## src/verilog/vec_irq_pkg.sv

```systemverilog
package vec_irq_pkg;
	// ----------------------------------------
	// register byte offsets
	// ----------------------------------------
	localparam logic [7:0] CPU_CONTROL_OFS = 8'h00; // vector base select and unlock
	localparam logic [7:0] SENSE_OFS = 8'h04; // external pin sense field
	localparam logic [7:0] ENABLE_OFS = 8'h08; // pin and group enables
	localparam logic [7:0] FLAG_OFS = 8'h0c; // sticky flags, write one to clear
	localparam logic [7:0] PC_MASK_OFS = 8'h10; // first of four group masks, 4 apart
	localparam logic [7:0] STATUS_OFS = 8'h20; // read-only block state
	// ----------------------------------------
	// field positions and reset values
	// ----------------------------------------
	localparam int UNLOCK_BIT = 0; // vector change unlock
	localparam int SELECT_BIT = 1; // vector base select
	localparam int EXT_BIT = 0; // external pin enable and flag
	localparam int GROUP_LSB = 4; // group enables and flags, bits 7..4
	localparam logic [7:0] REG_RESET = 8'h00; // every writable register clears at reset
	// ----------------------------------------
	// sense encodings
	// ----------------------------------------
	localparam logic [1:0] SENSE_LOW = 2'h0; // low level
	localparam logic [1:0] SENSE_ANY = 2'h1; // any change
	localparam logic [1:0] SENSE_FALL = 2'h2; // falling edge
	localparam logic [1:0] SENSE_RISE = 2'h3; // rising edge
	// ----------------------------------------
	// timing
	// ----------------------------------------
	localparam int CLK_PERIOD_NS = 5; // 200 MHz system clock
	localparam int UNLOCK_CYC = 4; // unlock window in cycles
	localparam logic [2:0] UNLOCK_LAST = 3'(UNLOCK_CYC - 1); // count at which unlock ends
	localparam int STARTUP_UNIT_NS = 80; // start-up step per fuse unit
	localparam int STARTUP_UNIT_CYC = (STARTUP_UNIT_NS + CLK_PERIOD_NS - 1) / CLK_PERIOD_NS;
	// ----------------------------------------
	// vector table
	// ----------------------------------------
	localparam logic [15:0] FLASH_WORDS = 16'h4000; // flash size in words
	localparam logic [15:0] BOOT_WORDS_MAX = 16'h0800; // 4K-byte boot section, fuse 00
	localparam logic [15:0] VEC_STEP = 16'h0002; // words between vectors
	localparam logic [4:0] VEC_EXT = 5'h01; // vector numbers, zero based
	localparam logic [4:0] VEC_PC0 = 5'h02;
	localparam logic [4:0] VEC_PC1 = 5'h03;
	localparam logic [4:0] VEC_PC2 = 5'h17;
	localparam logic [4:0] VEC_PC3 = 5'h18;
	localparam logic [1:0] AXI_OKAY = 2'h0; // bus responses
	localparam logic [1:0] AXI_SLVERR = 2'h2;
endpackage

```

## src/verilog/vector_irq_ctrl.sv

```systemverilog
// Function
// select zero: flash start; one: boot section
// boot section start from boot size fuses
// software: unlock, then select within four cycles
// suppress from unlock until following instruction ends
// no select write: suppress four cycles only
// global interrupt enable left untouched
// unlock clears after four cycles or select write
// select changes only while unlock set
// boot vectors, app lock: block in application
// app vectors, boot lock: block in boot
// pins trigger even when driven as outputs
// group toggles request per enabled pin group
// four masks choose contributing pins
// pin changes detected without the I/O clock
// external pin: falling, rising or low level
// low level requests continuously while low
// edges recognised only with I/O clock
// low level detected without I/O clock
// I/O clock stops in non-idle sleep
// level must outlast start-up to interrupt
// start-up length from start-up and clock fuses
// 4K boot: relocated base 0x3800, vectors two apart
// boot reset fuse moves reset address
// relocated vector is default plus boot start
// sense field: low, any, falling, rising
// flags clear by vector or write one
// window counter restarts on each unlock write
`timescale 1ns/1ps
module vector_irq_ctrl
	import vec_irq_pkg::*;
(
	input wire logic MCLK, // system clock
	input wire logic RST_B, // synchronous reset, active low
	input wire logic [7:0] S_AXI_AWADDR, // write address
	input wire logic S_AXI_AWVALID, // write address valid
	output logic S_AXI_AWREADY, // write address ready
	input wire logic [31:0] S_AXI_WDATA, // write data
	input wire logic [3:0] S_AXI_WSTRB, // write strobes
	input wire logic S_AXI_WVALID, // write data valid
	output logic S_AXI_WREADY, // write data ready
	output logic [1:0] S_AXI_BRESP, // write response
	output logic S_AXI_BVALID, // write response valid
	input wire logic S_AXI_BREADY, // write response ready
	input wire logic [7:0] S_AXI_ARADDR, // read address
	input wire logic S_AXI_ARVALID, // read address valid
	output logic S_AXI_ARREADY, // read address ready
	output logic [31:0] S_AXI_RDATA, // read data
	output logic [1:0] S_AXI_RRESP, // read response
	output logic S_AXI_RVALID, // read data valid
	input wire logic S_AXI_RREADY, // read data ready
	input wire logic BOOT_RESET_FUSE_B, // boot reset fuse, low when programmed
	input wire logic [1:0] BOOT_SIZE_FUSES, // boot size fuses
	input wire logic [1:0] STARTUP_TIME_FUSES, // start-up time fuses
	input wire logic [1:0] CLOCK_SELECT_FUSES, // clock select fuses
	input wire logic APP_SIDE_BOOT_LOCK_B, // application lock, low when programmed
	input wire logic BOOT_SIDE_BOOT_LOCK_B, // boot lock, low when programmed
	input wire logic EXEC_IN_BOOT, // cpu executes from boot section
	input wire logic INSTR_DONE, // cpu instruction completes
	input wire logic SLEEP_ACTIVE, // cpu is asleep
	input wire logic SLEEP_IDLE, // the sleep mode is idle
	input wire logic [4:0] VECTOR_ACK, // one-hot: vector taken (ext, group 0..3)
	input wire logic EXT_IRQ_PIN, // external interrupt pin
	input wire logic [30:0] PIN_CHANGE_INPUTS, // pin change pins
	output logic [4:0] IRQ_REQ, // requests: ext, group 0..3
	output logic IRQ_BLOCK, // interrupt servicing suppressed
	output logic [15:0] VECTOR_BASE, // vector table base word address
	output logic [15:0] VECTOR_ADDR, // vector of highest pending request
	output logic [15:0] RESET_ADDR, // reset word address
	output logic IO_CLK_RUN, // i/o clock running
	output logic WAKE_REQ, // wake-up request
	output logic STARTUP_BUSY // wake-up start-up in progress
);
	import vec_irq_pkg::*;
	// ----------------------------------------
	// register state
	// ----------------------------------------
	logic select_reg; // vector base select
	logic unlock_reg; // vector change unlock
	logic [2:0] unlock_cnt_reg; // cycles since unlock write
	logic hold_reg; // suppression until next instruction ends
	logic [1:0] sense_reg; // sense field
	logic [7:0] enable_reg; // enables
	logic ext_flag_reg; // external flag
	logic [3:0] pc_flag_reg; // group flags
	logic [7:0] mask_reg [4]; // group masks
	logic [15:0] startup_cnt_reg; // start-up countdown
	// ----------------------------------------
	// bus slave state
	// ----------------------------------------
	logic aw_got_reg; // write address held
	logic w_got_reg; // write data held
	logic [7:0] aw_addr_reg; // held write address
	logic [7:0] w_data_reg; // held write byte
	logic w_strb_reg; // held strobe of byte 0
	logic wr_go; // write commits this cycle
	assign wr_go = aw_got_reg && w_got_reg && !S_AXI_BVALID;
	// write slave: take address and data in either order, answer after both
	always_ff @(posedge MCLK)
	begin
		if (!RST_B)
		begin
			aw_got_reg <= 1'b0;
			w_got_reg <= 1'b0;
			aw_addr_reg <= 8'h00;
			w_data_reg <= 8'h00;
			w_strb_reg <= 1'b0;
			S_AXI_AWREADY <= 1'b0;
			S_AXI_WREADY <= 1'b0;
			S_AXI_BVALID <= 1'b0;
			S_AXI_BRESP <= AXI_OKAY;
		end
		else
		begin
			S_AXI_AWREADY <= !aw_got_reg && !S_AXI_AWREADY && !S_AXI_BVALID;
			S_AXI_WREADY <= !w_got_reg && !S_AXI_WREADY && !S_AXI_BVALID;
			if (S_AXI_AWVALID && S_AXI_AWREADY)
			begin
				aw_got_reg <= 1'b1;
				aw_addr_reg <= S_AXI_AWADDR;
			end
			if (S_AXI_WVALID && S_AXI_WREADY)
			begin
				w_got_reg <= 1'b1;
				w_data_reg <= S_AXI_WDATA[7:0];
				w_strb_reg <= S_AXI_WSTRB[0];
			end
			if (wr_go)
			begin
				aw_got_reg <= 1'b0;
				w_got_reg <= 1'b0;
				S_AXI_BVALID <= 1'b1;
				S_AXI_BRESP <= (aw_addr_reg <= STATUS_OFS && aw_addr_reg[1:0] == 2'h0) ? AXI_OKAY : AXI_SLVERR;
			end
			else if (S_AXI_BREADY)
				S_AXI_BVALID <= 1'b0;
		end
	end
	// byte write enables per register
	logic wr_ok;
	assign wr_ok = wr_go && w_strb_reg;
	logic wr_ctl;
	assign wr_ctl = wr_ok && aw_addr_reg == CPU_CONTROL_OFS;
	// ----------------------------------------
	// vector relocation unlock
	// ----------------------------------------
	logic unlock_next;
	logic hold_next;
	logic lock_block;
	always_comb
	begin
		unlock_next = unlock_reg;
		hold_next = hold_reg;
		// timed unlock clear
		if (unlock_reg && unlock_cnt_reg == UNLOCK_LAST)
			unlock_next = 1'b0;
		// hold ends after next instruction
		if (INSTR_DONE)
			hold_next = 1'b0;
		if (wr_ctl && w_data_reg[UNLOCK_BIT])
			unlock_next = 1'b1;
		else if (wr_ctl && unlock_reg)
		begin
			unlock_next = 1'b0;
			hold_next = 1'b1;
		end
	end
	// unlock, window count and select update
	always_ff @(posedge MCLK)
	begin
		if (!RST_B)
		begin
			select_reg <= 1'b0;
			unlock_reg <= 1'b0;
			unlock_cnt_reg <= 3'h0;
			hold_reg <= 1'b0;
		end
		else
		begin
			unlock_reg <= unlock_next;
			hold_reg <= hold_next;
			// restart window count
			if (wr_ctl && w_data_reg[UNLOCK_BIT])
				unlock_cnt_reg <= 3'h0;
			else if (unlock_reg)
				unlock_cnt_reg <= unlock_cnt_reg + 3'h1;
			// select only inside window
			if (wr_ctl && !w_data_reg[UNLOCK_BIT] && unlock_reg)
				select_reg <= w_data_reg[SELECT_BIT];
		end
	end
	// block application side
	// block boot side
	assign lock_block = (select_reg && !APP_SIDE_BOOT_LOCK_B && !EXEC_IN_BOOT)
		|| (!select_reg && !BOOT_SIDE_BOOT_LOCK_B && EXEC_IN_BOOT);
	// suppression output; R5 - four cycles without select; R6 - no global enable here
	always_ff @(posedge MCLK)
	begin
		if (!RST_B)
			IRQ_BLOCK <= 1'b0;
		else
			IRQ_BLOCK <= unlock_next || hold_next || lock_block;
	end
	// ----------------------------------------
	// vector addresses
	// ----------------------------------------
	logic [15:0] boot_start;
	// boot start from size fuses; R22 - 4K gives 0x3800
	assign boot_start = FLASH_WORDS - (BOOT_WORDS_MAX >> BOOT_SIZE_FUSES);
	logic [4:0] pend_vec;
	always_comb
	begin
		pend_vec = 5'h00;
		if (IRQ_REQ[4])
			pend_vec = VEC_PC3;
		if (IRQ_REQ[3])
			pend_vec = VEC_PC2;
		if (IRQ_REQ[2])
			pend_vec = VEC_PC1;
		if (IRQ_REQ[1])
			pend_vec = VEC_PC0;
		if (IRQ_REQ[0])
			pend_vec = VEC_EXT;
	end
	// base select; R24 - default plus boot start; R23 - reset address
	always_ff @(posedge MCLK)
	begin
		if (!RST_B)
		begin
			VECTOR_BASE <= 16'h0000;
			VECTOR_ADDR <= 16'h0000;
			RESET_ADDR <= 16'h0000;
		end
		else
		begin
			VECTOR_BASE <= select_reg ? boot_start : 16'h0000;
			VECTOR_ADDR <= (select_reg ? boot_start : 16'h0000) + VEC_STEP * 16'(pend_vec);
			RESET_ADDR <= BOOT_RESET_FUSE_B ? 16'h0000 : boot_start;
		end
	end
	// ----------------------------------------
	// pin synchronisers
	// ----------------------------------------
	logic [31:0] pin_s1_reg; // first stage, read only by second
	logic [31:0] pin_s2_reg; // synchronised pins, bit 31 is the external pin
	logic [31:0] pin_prev_reg; // previous synchronised value
	always_ff @(posedge MCLK)
	begin
		if (!RST_B)
		begin
			pin_s1_reg <= 32'hffffffff;
			pin_s2_reg <= 32'hffffffff;
			pin_prev_reg <= 32'hffffffff;
		end
		else
		begin
			// pins sampled whatever drives them
			pin_s1_reg <= {EXT_IRQ_PIN, PIN_CHANGE_INPUTS};
			pin_s2_reg <= pin_s1_reg;
			pin_prev_reg <= pin_s2_reg;
		end
	end
	// ----------------------------------------
	// external pin detection
	// ----------------------------------------
	logic io_run;
	// i/o clock stops in non-idle sleep
	assign io_run = !(SLEEP_ACTIVE && !SLEEP_IDLE);
	logic ext_now;
	logic ext_was;
	logic ext_edge;
	logic level_low;
	assign ext_now = pin_s2_reg[31];
	assign ext_was = pin_prev_reg[31];
	// sense decode; R25 - encoding
	always_comb
	begin
		case (sense_reg)
			SENSE_ANY: ext_edge = ext_now != ext_was;
			SENSE_FALL: ext_edge = ext_was && !ext_now;
			SENSE_RISE: ext_edge = !ext_was && ext_now;
			default: ext_edge = 1'b0;
		endcase
	end
	// level seen in any sleep mode
	assign level_low = sense_reg == SENSE_LOW && !ext_now;
	// ----------------------------------------
	// registers and flags
	// ----------------------------------------
	logic [3:0] pc_hit; // group change this cycle
	genvar g;
	generate
		for (g = 0; g < 4; g++)
		begin : gen_group
			// group toggle; R13 - mask; R14 - no i/o clock gate
			assign pc_hit[g] = |((pin_s2_reg[g*8 +: 8] ^ pin_prev_reg[g*8 +: 8]) & mask_reg[g] & (g == 3 ? 8'h7f : 8'hff));
		end
	endgenerate
	logic flag_clr_ok;
	assign flag_clr_ok = wr_ok && aw_addr_reg == FLAG_OFS;
	// software registers and sticky flags, a set beats a clear
	always_ff @(posedge MCLK)
	begin
		if (!RST_B)
		begin
			sense_reg <= 2'h0;
			enable_reg <= REG_RESET;
			ext_flag_reg <= 1'b0;
			pc_flag_reg <= 4'h0;
			for (int i = 0; i < 4; i++)
				mask_reg[i] <= REG_RESET;
		end
		else
		begin
			if (wr_ok && aw_addr_reg == SENSE_OFS)
				sense_reg <= w_data_reg[1:0];
			if (wr_ok && aw_addr_reg == ENABLE_OFS)
				enable_reg <= w_data_reg & 8'hf1;
			for (int i = 0; i < 4; i++)
				if (wr_ok && aw_addr_reg == PC_MASK_OFS + 8'(4 * i))
					mask_reg[i] <= w_data_reg;
			// flag clear by vector or write one; R17 - edges need i/o clock
			if (sense_reg == SENSE_LOW)
				ext_flag_reg <= 1'b0;
			else if (ext_edge && io_run)
				ext_flag_reg <= 1'b1;
			else if (VECTOR_ACK[0] || (flag_clr_ok && w_data_reg[EXT_BIT]))
				ext_flag_reg <= 1'b0;
			for (int i = 0; i < 4; i++)
				if (pc_hit[i])
					pc_flag_reg[i] <= 1'b1;
				else if (VECTOR_ACK[i+1] || (flag_clr_ok && w_data_reg[GROUP_LSB+i]))
					pc_flag_reg[i] <= 1'b0;
		end
	end
	// ----------------------------------------
	// wake-up and start-up
	// ----------------------------------------
	logic [15:0] startup_len;
	// length from start-up and clock fuses
	assign startup_len = 16'(STARTUP_UNIT_CYC * (STARTUP_TIME_FUSES + 1) * (CLOCK_SELECT_FUSES + 1));
	logic wake_src;
	assign wake_src = (level_low && enable_reg[EXT_BIT]) || (ext_flag_reg && enable_reg[EXT_BIT])
		|| |(pc_flag_reg & enable_reg[GROUP_LSB +: 4]);
	// start-up countdown on a wake from non-idle sleep
	always_ff @(posedge MCLK)
	begin
		if (!RST_B)
		begin
			startup_cnt_reg <= 16'h0000;
			WAKE_REQ <= 1'b0;
			STARTUP_BUSY <= 1'b0;
			IO_CLK_RUN <= 1'b1;
		end
		else
		begin
			WAKE_REQ <= SLEEP_ACTIVE && wake_src;
			IO_CLK_RUN <= io_run;
			if (SLEEP_ACTIVE && !SLEEP_IDLE && wake_src && startup_cnt_reg == 16'h0000)
				startup_cnt_reg <= startup_len;
			else if (startup_cnt_reg != 16'h0000)
				startup_cnt_reg <= startup_cnt_reg - 16'h0001;
			STARTUP_BUSY <= startup_cnt_reg > 16'h0001;
		end
	end
	// ----------------------------------------
	// requests to the cpu
	// ----------------------------------------
	// continuous level request; R20 - level ignored until start-up ends
	always_ff @(posedge MCLK)
	begin
		if (!RST_B)
			IRQ_REQ <= 5'h00;
		else
			IRQ_REQ <= {pc_flag_reg & enable_reg[GROUP_LSB +: 4],
				enable_reg[EXT_BIT] && (ext_flag_reg || (level_low && startup_cnt_reg == 16'h0000))};
	end
	// ----------------------------------------
	// read slave
	// ----------------------------------------
	logic [7:0] rd_byte;
	always_comb
	begin
		case (S_AXI_ARADDR)
			CPU_CONTROL_OFS: rd_byte = {6'h00, select_reg, unlock_reg};
			SENSE_OFS: rd_byte = {6'h00, sense_reg};
			ENABLE_OFS: rd_byte = enable_reg;
			FLAG_OFS: rd_byte = {pc_flag_reg, 3'h0, ext_flag_reg};
			PC_MASK_OFS: rd_byte = mask_reg[0];
			PC_MASK_OFS + 8'h04: rd_byte = mask_reg[1];
			PC_MASK_OFS + 8'h08: rd_byte = mask_reg[2];
			PC_MASK_OFS + 8'h0c: rd_byte = mask_reg[3];
			STATUS_OFS: rd_byte = {4'h0, STARTUP_BUSY, IO_CLK_RUN, lock_block, unlock_reg || hold_reg};
			default: rd_byte = 8'h00;
		endcase
	end
	// one read at a time, answered the cycle after the address is taken
	always_ff @(posedge MCLK)
	begin
		if (!RST_B)
		begin
			S_AXI_ARREADY <= 1'b0;
			S_AXI_RVALID <= 1'b0;
			S_AXI_RDATA <= 32'h00000000;
			S_AXI_RRESP <= AXI_OKAY;
		end
		else
		begin
			S_AXI_ARREADY <= !S_AXI_ARREADY && !S_AXI_RVALID && S_AXI_ARVALID;
			if (S_AXI_ARVALID && S_AXI_ARREADY)
			begin
				S_AXI_RVALID <= 1'b1;
				S_AXI_RDATA <= {24'h000000, rd_byte};
				S_AXI_RRESP <= (S_AXI_ARADDR <= STATUS_OFS && S_AXI_ARADDR[1:0] == 2'h0) ? AXI_OKAY : AXI_SLVERR;
			end
			else if (S_AXI_RREADY)
				S_AXI_RVALID <= 1'b0;
		end
	end
endmodule

```

## config.mk

```make
export PLATFORM = sky130hd
export DESIGN_NAME = vector_irq_ctrl
export DESIGN_NICKNAME = d
export VERILOG_FILES = /design/src/verilog/vec_irq_pkg.sv /design/src/verilog/vector_irq_ctrl.sv
export SDC_FILE = /design/constraint.sdc
export NUM_CORES = 1
export LEC_CHECK = 0
export ABC_AREA = 1
export BUFFER_PORTS_ARGS = -buffer_cell sky130_fd_sc_hd__buf_2
export CORE_MARGIN = 1
export CORE_UTILIZATION = 41
export DETAILED_ROUTE_END_ITERATION = 16
export GPL_TIMING_DRIVEN = 0
export SYNTH_ARGS = -nofsm -noshare
export SYNTH_HDL_FRONTEND = slang
export SYNTH_SLANG_ARGS = --single-unit
```

## constraint.sdc

```tcl
create_clock -name MCLK -period 2.75 [get_ports MCLK]
set_input_delay 0.4125 -clock MCLK [delete_from_list [all_inputs] [get_ports MCLK]]
set_output_delay 0.4125 -clock MCLK [all_outputs]
set_load 0.01 [all_outputs]
```

### Word level (Yosys, flattened, before mapping)

Memories as Yosys holds them, arrays and structs flattened.
Cells that the tools add are included.

* $lt $le $gt $ge: 3
* shift-type cells: 1
* mux-type cells: 49
* equality and inequality tests: 20
* add/sub/neg operators: 6
* multiply operators: 1
* bitwise logic cells: 14
* reductions and logical operators: 101

Operator list (count)
* case mux 8 bit (9 select lines): 1
* equality test 8 x 5 -> 1 bit (second input constant): 8
* logical AND 1 bit: 48
* 2-to-1 mux 16 bit: 3
* 2-to-1 mux 1 bit: 33
* equality test 8 x 4 -> 1 bit (second input constant): 4
* 2-to-1 mux 8 bit: 4
* 2-to-1 mux 5 bit: 5
* bitwise AND 8 bit: 3
* OR reduction 8 bit: 3
* bitwise XOR 8 bit: 3
* adder 16 x 6 -> 16 bit: 1
* equality test 8 x 3 -> 1 bit (second input constant): 2
* greater-than comparator 16 x 1 -> 1 bit (second input constant): 1
* less-or-equal comparator 8 x 6 -> 1 bit (second input constant): 2
* logical NOT 1 bit: 16
* logical NOT 16 bit: 1
* logical NOT 8 bit: 2
* nonzero test 16 bit: 1
* nonzero test 2 bit: 8
* >> shifter 12 x 2 -> 16 bit (first input constant): 1
* subtractor 15 x 16 -> 16 bit (first input constant): 1
* subtractor 16 x 1 -> 16 bit (second input constant): 1
* logical OR 1 bit: 12
* other kinds (19): 31

* bits of input ports: 109
* memories kept: 1
* output and inout bits: 98
* register bits: 223
* logic and storage cells: 233
* bits in writable memories: 32

Memories
* mask_reg: depth 4, width 8, read ports 4, clocked after Yosys merged registers in 0, wr ports 4, line vector_irq_ctrl.sv:86 `logic [7:0] mask_reg [4];`

### Logic depth before layout (Yosys ltp)

Gate-level depths: netlist of run 1.

* depth in word-level cells: 9
* depth in mapped cells: 11
* mapped depth without buffers: 11

### Worst setup path after synthesis of run 1

No wires, ideal clock.

* kind: in2reg
* from: in CLOCK_SELECT_FUSES[0]
* to: reg startup_cnt_reg[8]
* stages: 10
* path buffers: 0
* setup slack: 430 ps
* arrival: 2262 ps
* data required time: 2693 ps
* library setup time: 57 ps
* cells stage by stage: ha_1 > nand2_1 > inv_1 > fa_1 > ha_1 > fa_1 > xnor2_1 > o22ai_1 > nand3_1 > inv_1

* word-level cells in the longest chain between the ends: 3

Ends and longest elaborated chain
* start, declared: line vector_irq_ctrl.sv:55 `input wire logic [1:0] CLOCK_SELECT_FUSES,`
* adder 2 x 1 -> 3 bit: line vector_irq_ctrl.sv:341 `assign startup_len = 16'(STARTUP_UNIT_CYC * (STARTUP_TIME_FUSES + 1) * (CLOCK_SELECT_FUSES + 1));`
* multiplier 3 x 3 -> 6 bit: line vector_irq_ctrl.sv:341
* 2-to-1 mux 16 bit: line vector_irq_ctrl.sv:359 `if (SLEEP_ACTIVE && !SLEEP_IDLE && wake_src && startup_cnt_reg == 16'h0000)`
* end signal, assigned: line vector_irq_ctrl.sv:360 `startup_cnt_reg <= startup_len;`
* end signal, assigned: line vector_irq_ctrl.sv:362 `startup_cnt_reg <= startup_cnt_reg - 16'h0001;`
* end, declared: line vector_irq_ctrl.sv:87 `logic [15:0] startup_cnt_reg;`

Every way passes these cells.
A chain may end at the register's enable or synchronous reset.

### Worst setup path in the final report of run 1

Ends and elaborated chain as after synthesis.

==> impl_results.md, run 1 <==
* Relative slew slack at 53.3%
* Cell depth of the worst flop-to-flop path at 6
* Setup violators final at 0
* PortBufs at 131
* Yosys cell types at 35
* Grt ovf at 0
* Worst reg2reg endpoint: mask_reg[2][1]
* Row count at 54
* Yosys reg bits at between 200 and 250
* CTS resizes at 0
* Worst R2R Setup Slack at 0.82 ns
* Final wirelength at 20800 um
* Yosys top cell by area: dfxtp_1
* Peak supply drop at 0.000382 V
* Largest net degree at the start of global routing at 14
* Register area at around 4800 sq um
* Max Cap Viol at 0
* CTS Buf Count at 24
* Vias in the first global route at approximately 6300
* Sink Count at between 200 and 250
* First-pass GRT wire length at 32200 um
* Setup TNS at 0 ns
* Post-synthesis cell area at 9080 sq um
* WP buf/inv at 3
* # IOs at about 210
* Slew @ Worst Pin at approximately 0.70 ns
* Die Y at 151 um
* Skew final at a little over 0.007 ns
* Hpwl dp at 15900 um
* Async S/R FF share, synth at 0%
* Most common flop cell mapped by yosys: dfxtp_1
* Pwr Density at roughly 750 nW/um^2
* Core region area at around 22000 sq um
* Post-synth top cells: dfxtp_1 (192), nand2_1 (171), nor2_1 (134), or2_2 (107), inv_1 (97)
* CP Launch Type: primary input
* Met1 Track Usage GR at 25.0%
* Clock root cell: clkbuf_16
* Synth Area per Inst at around 8.4 sq um
* CTS tree: done
* Crit path DAT at 2.51 ns
* Nets@finish at about 1400
* Status: finished clean
* RSZ-0062 raised after global routing: false
* GR Util met2 at 30.2%
* Area occupied by multi-input gates at 3560 sq um
* Synth warn at 0
* Period minus WS final at 2.10 ns
* Pre-antenna DRT Iters at 5
* Top delay family on crit path: adder cells
* Crit-path slowest cell: fa_1
* Worst setup endpoint: startup_cnt_reg[8]
* Worst path max stage delay at roughly 0.46 ns
* Starting Density at 41.7%
* Initial antenna violation count at 0
* Die X at 151 um
* CP Capture Type: register
* Crit Path Class: primary input to register
* Most frequent cell after synthesis: dfxtp_1
* # DRC at 0
* Final Hold Viols at 0
* Met3 Resource Use GR at under 10%
* Clk_lat worst skew at 0.51 ns
* CP required at 3.16 ns
* Reg clk slew, reported paths at 0.06 ns
* Number of enable flip-flop cells after synthesis at 32
* DRT antenna net count at 0
* Post-synthesis sequential area ratio at 52.9%
* Final Power at 8.29 mW
* DR iter-0 viols at 406
* Setup bufs post-CTS at 0
* Slew Viols, Final at 0
* Gr busiest metal: met2
* Fmax at between 400 and 500 MHz
* Type of the tightest min-delay check: primary input to register
* Layout fillers at 2161
* Final period utilization at 76.5%
* Worst-path maximum fanout at 4
* Diode count at 0
* P_leak at around 5.3 nW
* RePlAce Congestion at 0.881
* Area Growth Syn to Fin at 22.2%
* CP Depth at 11
* Post-DR wirelength/cell at 13.2 um
* Synth top area cells: dfxtp_1 (42%), edfxtp_1 (11%), or2_2 (7.4%)
* Vias per cell at around 4.5
* Layout cells sized above 1 at 26.2%
* Cts hold-fix bufs at 0
* Synth top area share at 42.3%
* Die ar. at 22700 sq um
* CP cell instances: buf_2, ha_1, nand2_1, inv_1, fa_1, ha_1, fa_1, xnor2_1, o22ai_1, nand3_1, inv_1
* Total number of vias at 7096
* Launching point of the worst reg2reg path: S_AXI_BVALID
* Crit path from: CLOCK_SELECT_FUSES[0]
* GRT Total Usage at 18.3%
* Cells after Synth at 1075
* H-tree Lvls at 1
* Clk buf depth at 3
per-layer routing:
| layer | wire length [um] | vias up |
|---|---|---|
| li1 | - | 3731 |
| met1 | 9810 | 3136 |
| met2 | 9430 | 203 |
| met3 | 1250 | 26 |
| met4 | 314 | 0 |
| met5 | 0 | - |
cells in the final DEF (no fill, tap or decap), drive strengths merged, types with 5 or more instances in the layout:
| cell type | instances |
|---|---|
| edfxtp | 32 |
| nand4 | 5 |
| nand3 | 73 |
| clkinv | 6 |
| a21oi | 57 |
| nor3 | 13 |
| clkbuf | 53 |
| conb | 48 |
| or2 | 107 |
| o21ai | 54 |
| nor2 | 135 |
| dfxtp | 192 |
| ha | 15 |
| nand2 | 171 |
| xor2 | 10 |
| inv | 97 |
| xnor2 | 5 |
| buf | 194 |
cell type report:
cell class | instances | area share, %
timing repair buffer | 131 | 5.91
buffer | 82 | 4.70
inverter | 99 | 3.35
clock inverter | 8 | 1.26
tap | 280 | 3.16
multi-input combinational | 717 | 32.1
sequential | 224 | 43.3
clock buffer | 34 | 6.23
kinds of logic after synthesis:
group	Yosys count	synth area share, %
XOR/XNOR	15	1.45
adder cells (fa/ha/maj)	17	2.51
buffers and inverters	181	9.84
AO/OA/AOI/OAI	123	7.08
other	1	0.0413
flip-flops	224	52.9
AND/OR/NAND/NOR	514	26.2
worst reg2reg max path, stage by stage (launching register included):
cell      delay [ns]
dfxtp_1         0.35
nand3b_4        0.19
nor2_1          0.17
inv_1           0.10
nor4_4          0.37
nand2_1         0.10
nand2_1         0.31
metrics by stage:
| stage | std cells | utilization [%] | hold WS (ns) | worst slack, ns | cell area (sq um) |
|---|---|---|---|---|---|
| after CTS | 1575 | 51.0 | 0.0676 | 0.662 | 11100 |
| final | 1575 | 51.0 | 0.0804 | 0.646 | 11100 |
| after global routing | 1575 | 51.0 | 0.0812 | 0.512 | 11100 |
| after detailed placement | 1533 | 47.2 | 0.397 | 0.138 | 10300 |
| after global placement | 1533 | 47.2 | 0.398 | 0.145 | 10300 |
| after floorplan | 1122 | - | 0.393 | 0.430 | 9260 |
where the power goes:
part | switching, mW | leakage (nW) | total (mW) | internal (mW)
Clock | 1.25 | 0.412 | 3.36 | 2.11
Sequential | 0.157 | 1.91 | 3.70 | 3.54
Combinational | 0.723 | 2.93 | 1.23 | 0.511
worst min path at each step:
stage | start | end | slack, ns | cells after the start
5_1_grt | PIN_CHANGE_INPUTS[8] | pin_s1_reg[8] | 0.08 | 2
3_3_place_gp | pin_s1_reg[11] | pin_s2_reg[11] | 0.40 | 1
3_5_place_dp | pin_s1_reg[3] | pin_s2_reg[3] | 0.40 | 1
2_1_floorplan | pin_s1_reg[0] | pin_s2_reg[0] | 0.39 | 1
6_report | BOOT_RESET_FUSE_B | RESET_ADDR[11] | 0.08 | 2
4_1_cts | PIN_CHANGE_INPUTS[21] | pin_s1_reg[21] | 0.07 | 2
(Power assumes the default switching activity.)
==> inputs of run 2 (changes only) <==
--- a/config.mk
+++ b/config.mk
@@ -11,6 +11,7 @@
 export CORE_UTILIZATION = 41
 export DETAILED_ROUTE_END_ITERATION = 16
 export GPL_TIMING_DRIVEN = 0
+export PLACE_DENSITY = 0.66
 export SYNTH_ARGS = -nofsm -noshare
 export SYNTH_HDL_FRONTEND = slang
 export SYNTH_SLANG_ARGS = --single-unit
==> constraint.sdc (replaced) <==
create_clock -name MCLK -period 1.74 [get_ports MCLK]
set_input_delay 0.261 -clock MCLK [delete_from_list [all_inputs] [get_ports MCLK]]
set_output_delay 0.261 -clock MCLK [all_outputs]
set_load 0.01 [all_outputs]
==> impl_results.md, run 2 (same netlist as run 1, synthesis figures left out) <==
* Die ar. at between 20000 and 25000 sq um
* Initial antenna violation count at 0
* Most frequent cells in the layout: dfxtp_1 (192), nand2_1 (166), buf_2 (132), nor2_1 (124), or2_2 (107)
* Layout fillers at 2025
* Die X at 151 um
* Relative slew slack at 44.2%
* Type of the tightest min-delay check: primary input to register
* Combinational fraction of design power at 16.2%
* CP Capture Type: register
* Crit-path slowest cell: fa_1
* RSZ-0062 raised after global routing: true
* CP cell instances: buf_8, ha_4, nand2_2, inv_2, fa_1, ha_2, fa_2, xnor2_2, o22ai_2, nand3_1, inv_1
* Worst-path maximum fanout at 3
* Pwr Density at 1120 nW/um^2
* Clock root cell: clkbuf_16
* Final Hold Viols at 0
* Clock power frac at 39.2%
* Top delay family on crit path: adder cells
* Post-Place Cells at 1533
* Pre-antenna DRT Iters at 5
* Area Growth Syn to Fin at 28.5%
* GRT Total Usage at 18.8%
* First-pass GRT wire length at 33000 um
* Diode count at 0
* # IOs at between 200 and 250
* Row count at 54
* Seq pwr share at 44.6%
* Final period utilization at 104%
* Vias in the first global route at ~6500
* Status: complete, but fails checks
* Sink Count at between 200 and 250
* Die Y at approximately 150 um
* Fmax at 552 MHz
* Skew final at 0.0133 ns
* Worst path max stage delay at 0.43 ns
* Period minus WS final at 1.81 ns
* Setup WS post-layout at -0.0721 ns
* Post-DR wirelength/cell at 13.2 um
* Place WS at -0.523 ns
* CP required at between 2 and 2.5 ns
* H-tree Lvls at 1
* # DRC at 0
* Setup violators final at 1
* Violated checks: negative setup slack
* Peak supply drop at ~0.00060 V
* PortBufs at roughly 130
* Reg clk slew, reported paths at roughly 0.06 ns
* Clk buf depth at 3
* Slew Viols, Final at 0
* Crit Path Class: primary input to register
* P_leak at 5.44 nW
* RePlAce Congestion at approximately 0.87
* Core region area at 21800 sq um
* Hpwl dp at between 15000 and 20000 um
* Max Cap Viol at 0
* Grt ovf at 0
* Design Area, Final at 11700 sq um
* Starting Density at 41.7%
* WP buf/inv at 3
* Pint at 9.71 mW
* Switching Share at 25.9%
* CP Launch Type: primary input
* Nets@finish at 1447
* Switching Power at 3.40 mW
* Final Power at ~13 mW
* Layout cells sized above 1 at 27.8%
* Clk_lat worst skew at 0.51 ns
* Commonest non-fill, non-tap cell in the layout: dfxtp_1
* Non-Filler Instances at 1617
* DR iter-0 viols at 350
* DRT antenna net count at 0
* Slew @ Worst Pin at 0.837 ns
* Crit path DAT at 2.27 ns
* Vias per cell at about 4.6
* CTS Buf Count at 24
* Final wirelength at 21300 um
* Placement Cell Area at 10300 sq um
* Largest net degree at the start of global routing at 15
* Total number of vias at 7359
* CTS tree: done
run 2: per-stage QoR:
stage	utilization, %	hold slack (ns)	setup TNS, ns
2_1_floorplan	-	0.333	-0.425
3_3_place_gp	47.3	0.396	-21.13
3_5_place_dp	47.3	0.397	-22.11
4_1_cts	53.0	0.00615	0
5_1_grt	53.6	0.0274	-0.123
6_report	53.6	0.0113	-0.0721
run 2: power by group through the flow:
stage | Sequential (mW) | Combinational [mW] | Clock (mW)
floorplan | 5.89 | 1.48 | 0
global placement | 5.94 | 1.91 | 0
detailed placement | 5.95 | 1.95 | 0
CTS | 5.84 | 2.03 | 5.24
global route | 5.89 | 2.41 | 5.46
finish | 5.85 | 2.12 | 5.14
run 2: what timing repair did:
item | CTS | global route
pin swaps | 1 | 10
buffers inserted | 1 | 5
hold endpoints to repair | 37 | 0
gates resized for setup | 15 | 28
endpoints found under the setup margin | 68 | 84
hold buffers | 36 | 0
run 2: final timing paths:
kind	cells after the start	startpoint	to	slack, ns
setup reg to reg	7	S_AXI_BVALID	mask_reg[3][6]	0.14
hold reg to reg	1	pin_s1_reg[2]	pin_s2_reg[2]	0.41
hold / removal	3	S_AXI_AWADDR[1]	aw_addr_reg[1]	0.01
setup / recovery	11	STARTUP_TIME_FUSES[0]	startup_cnt_reg[8]	-0.07
run 2: final cells by class:
class / instances / area [sq um] / area share (%)
Buffer: 82 / 524 / 4.50
Clock buffer: 37 / 736 / 6.31
Clock inverter: 5 / 78.8 / 0.676
Inverter: 99 / 372 / 3.19
Multi-Input combinational cell: 717 / 3700 / 31.7
Sequential cell: 224 / 4800 / 41.2
Tap cell: 280 / 350 / 3.00
Timing Repair Buffer: 173 / 1100 / 9.41
run 2: routing by layer:
layer | vias up | wire length (um) | global-route usage [%] | share of wire [%]
li1 | 3825 | - | - | -
met1 | 3276 | 9640 | 24.5 | 45
met2 | 234 | 9920 | 31.9 | 46
met3 | 24 | 1380 | 3.28 | 6.4
met4 | 0 | 409 | 5.30 | 1.9
met5 | - | 0 | 0 | 0
run 2: worst reg2reg max path, delay by kind of cell (launching register included):
family | cells | cell delay (ns)
flops | 1 | 0.35
simple gates | 5 | 0.70
buf+inv | 2 | 0.25
==> inputs of run 3 (changes only) <==
--- a/config.mk
+++ b/config.mk
@@ -11,7 +11,6 @@
 export CORE_UTILIZATION = 41
 export DETAILED_ROUTE_END_ITERATION = 16
 export GPL_TIMING_DRIVEN = 0
-export PLACE_DENSITY = 0.66
 export SYNTH_ARGS = -nofsm -noshare
 export SYNTH_HDL_FRONTEND = slang
 export SYNTH_SLANG_ARGS = --single-unit
==> constraint.sdc (replaced) <==
create_clock -name MCLK -period 1.9 [get_ports MCLK]
set_input_delay 0.285 -clock MCLK [delete_from_list [all_inputs] [get_ports MCLK]]
set_output_delay 0.285 -clock MCLK [all_outputs]
set_load 0.01 [all_outputs]
==> impl_results.md, run 3 (same netlist as run 1, synthesis figures left out) <==
* Status: finished clean
* Relative slew slack at 44.4%
* Die Y at between 150 and 200 um
* Non-Filler Instances at around 1600
* Skew final at 0.0180 ns
* Final wirelength at 21700 um
* H-tree Lvls at 1
* Met3 Resource Use GR at 3.49%
* Die X at 151 um
* P_leak at 5.37 nW
* Setup violators final at 0
* Area Growth Syn to Fin at 26.5%
* Crit path from: S_AXI_BVALID
* Pre-antenna DRT Iters at 7
* Clk buf depth at 3
* Type of the tightest min-delay check: primary input to register
* Post-Place Cells at 1533
* CP Capture Type: register
* Die ar. at 22700 sq um
* Max Cap Viol at 0
* Clk_lat worst skew at 0.53 ns
* Starting Density at a little over two fifths
* Worst-path maximum fanout at 8
* Vias in the first global route at roughly 6600
* Layout cells sized above 1 at 26.5%
* Vias per cell at 4.56
* Final Power at between 10 and 15 mW
* First-pass GRT wire length at 33400 um
* Peak supply drop at approximately 0.00061 V
* Post-DR wirelength/cell at 13.4 um
* Gr busiest metal: met2
* CP Launch Type: register
* Most frequent cells in the layout: dfxtp_1 (192), nand2_1 (167), buf_2 (137), nor2_1 (131), or2_2 (107)
* Met1 Track Usage GR at 24.6%
* GRT Total Usage at 19.0%
* Commonest non-fill, non-tap cell in the layout: dfxtp_1
* Core region area at 21800 sq um
* # DRC at 0
* Reg clk slew, reported paths at roughly 0.060 ns
* RSZ-0062 raised after global routing: false
* RePlAce Congestion at 0.859
* Clock root cell: clkbuf_16
* # IOs at around 210
* CTS tree: done
* Fmax at 559 MHz
* Pwr Density at about 1000 nW/um^2
* GR Util met2 at 32.5%
* Total number of vias at between 7000 and 8000
* DR iter-0 viols at 355
* Crit Path Class: register to register
* Nets@finish at 1443
* DRT antenna net count at 0
* Crit path DAT at 2.01 ns
* Grt ovf at 0
* Initial antenna violation count at 0
* Row count at 54
* Final Hold Viols at 0
* Layout fillers at 2060
* Sink Count at roughly 220
* CP required at 2.12 ns
* Period minus WS final at roughly 1.8 ns
* Largest net degree at the start of global routing at 13
* Final period utilization at between 90 and 100%
* Hpwl dp at between 15000 and 20000 um
* Slew Viols, Final at 0
* Launching point of the worst reg2reg path: S_AXI_BVALID
* PortBufs at 131
* CTS Buf Count at 24
* Hold Startpoint: S_AXI_ARVALID
* Diode count at 0
* Slew @ Worst Pin at roughly 0.83 ns
## run 3: changes by cell type in the layout (fill, tap and decap cells not counted), moves of 2 or more
cell | previous run | this run
nand2_4 | 4 | 1
clkbuf_4 | 2 | 0
buf_8 | 2 | 0
clkbuf_16 | 26 | 24
nor2_1 | 124 | 131
nor2_2 | 10 | 3
clkbuf_1 | 25 | 29
nand2_2 | 1 | 3
buf_4 | 60 | 57
buf_2 | 132 | 137
buf_6 | 3 | 1
## run 3: what timing repair did
item                                    4_1_cts  5_1_grt
pin swaps                                     1        0
endpoints found under the setup margin       64       72
endpoints found under the hold margin        36        0
gates resized for setup                       4       12
hold buffers                                 35        0
buffers inserted                              1        2
## run 3: metal layers
layer  wire, um  part of all wire (%)
met5          0                     0
met4        419                   1.9
met3       1430                   6.6
met2      10000                    46
met1       9810                    45
## run 3: worst paths after layout
check / endpoint / slack [ns] / cells past startpoint
worst max-delay path: mask_reg[0][2] / 0.11 / 7
worst min-delay path: S_AXI_ARREADY / 0.02 / 3
worst max register to register: mask_reg[0][2] / 0.11 / 7
worst min register to register: pin_s2_reg[10] / 0.41 / 1
## run 3: per-stage QoR
| step | util, % | setup slack, ns | setup TNS (ns) | hold WS, ns | area (sq um) |
|---|---|---|---|---|---|
| floorplan | - | -0.0867 | -0.153 | 0.357 | 9290 |
| global placement | 47.3 | -0.372 | -8.80 | 0.395 | 10300 |
| detailed placement | 47.3 | -0.356 | -9.71 | 0.397 | 10300 |
| CTS | 52.5 | -0.0120 | -0.0393 | 0.00582 | 11400 |
| global route | 52.8 | 0.00555 | 0 | 0.0188 | 11500 |
| finish | 52.8 | 0.110 | 0 | 0.0188 | 11500 |
## run 3: critical path, cell delays in order (launching register included)
cell,delay (ns)
dfxtp_1,0.36
nand3b_4,0.20
nor2_4,0.11
inv_1,0.08
nor4_4,0.28
buf_6,0.18
nand2_1,0.08
nand2_2,0.19
## run 3: cell type report
class	instances	area (sq um)	area share [%]
Clock inverter	4	81.3	0.708
Sequential cell	224	4800	41.8
Tap cell	280	350	3.05
Timing Repair Buffer	169	1030	8.99
Clock buffer	38	684	5.96
Multi-Input combinational cell	717	3640	31.7
Inverter	99	372	3.24
Buffer	82	522	4.54
## run 3: power by group
| group | total (mW) | switching (mW) | internal [mW] |
|---|---|---|---|
| clock network | 4.54 | 1.81 | 2.73 |
| logic | 1.87 | 1.08 | 0.795 |
| registers | 5.35 | 0.227 | 5.12 |
| total | 11.8 | 3.12 | 8.65 |
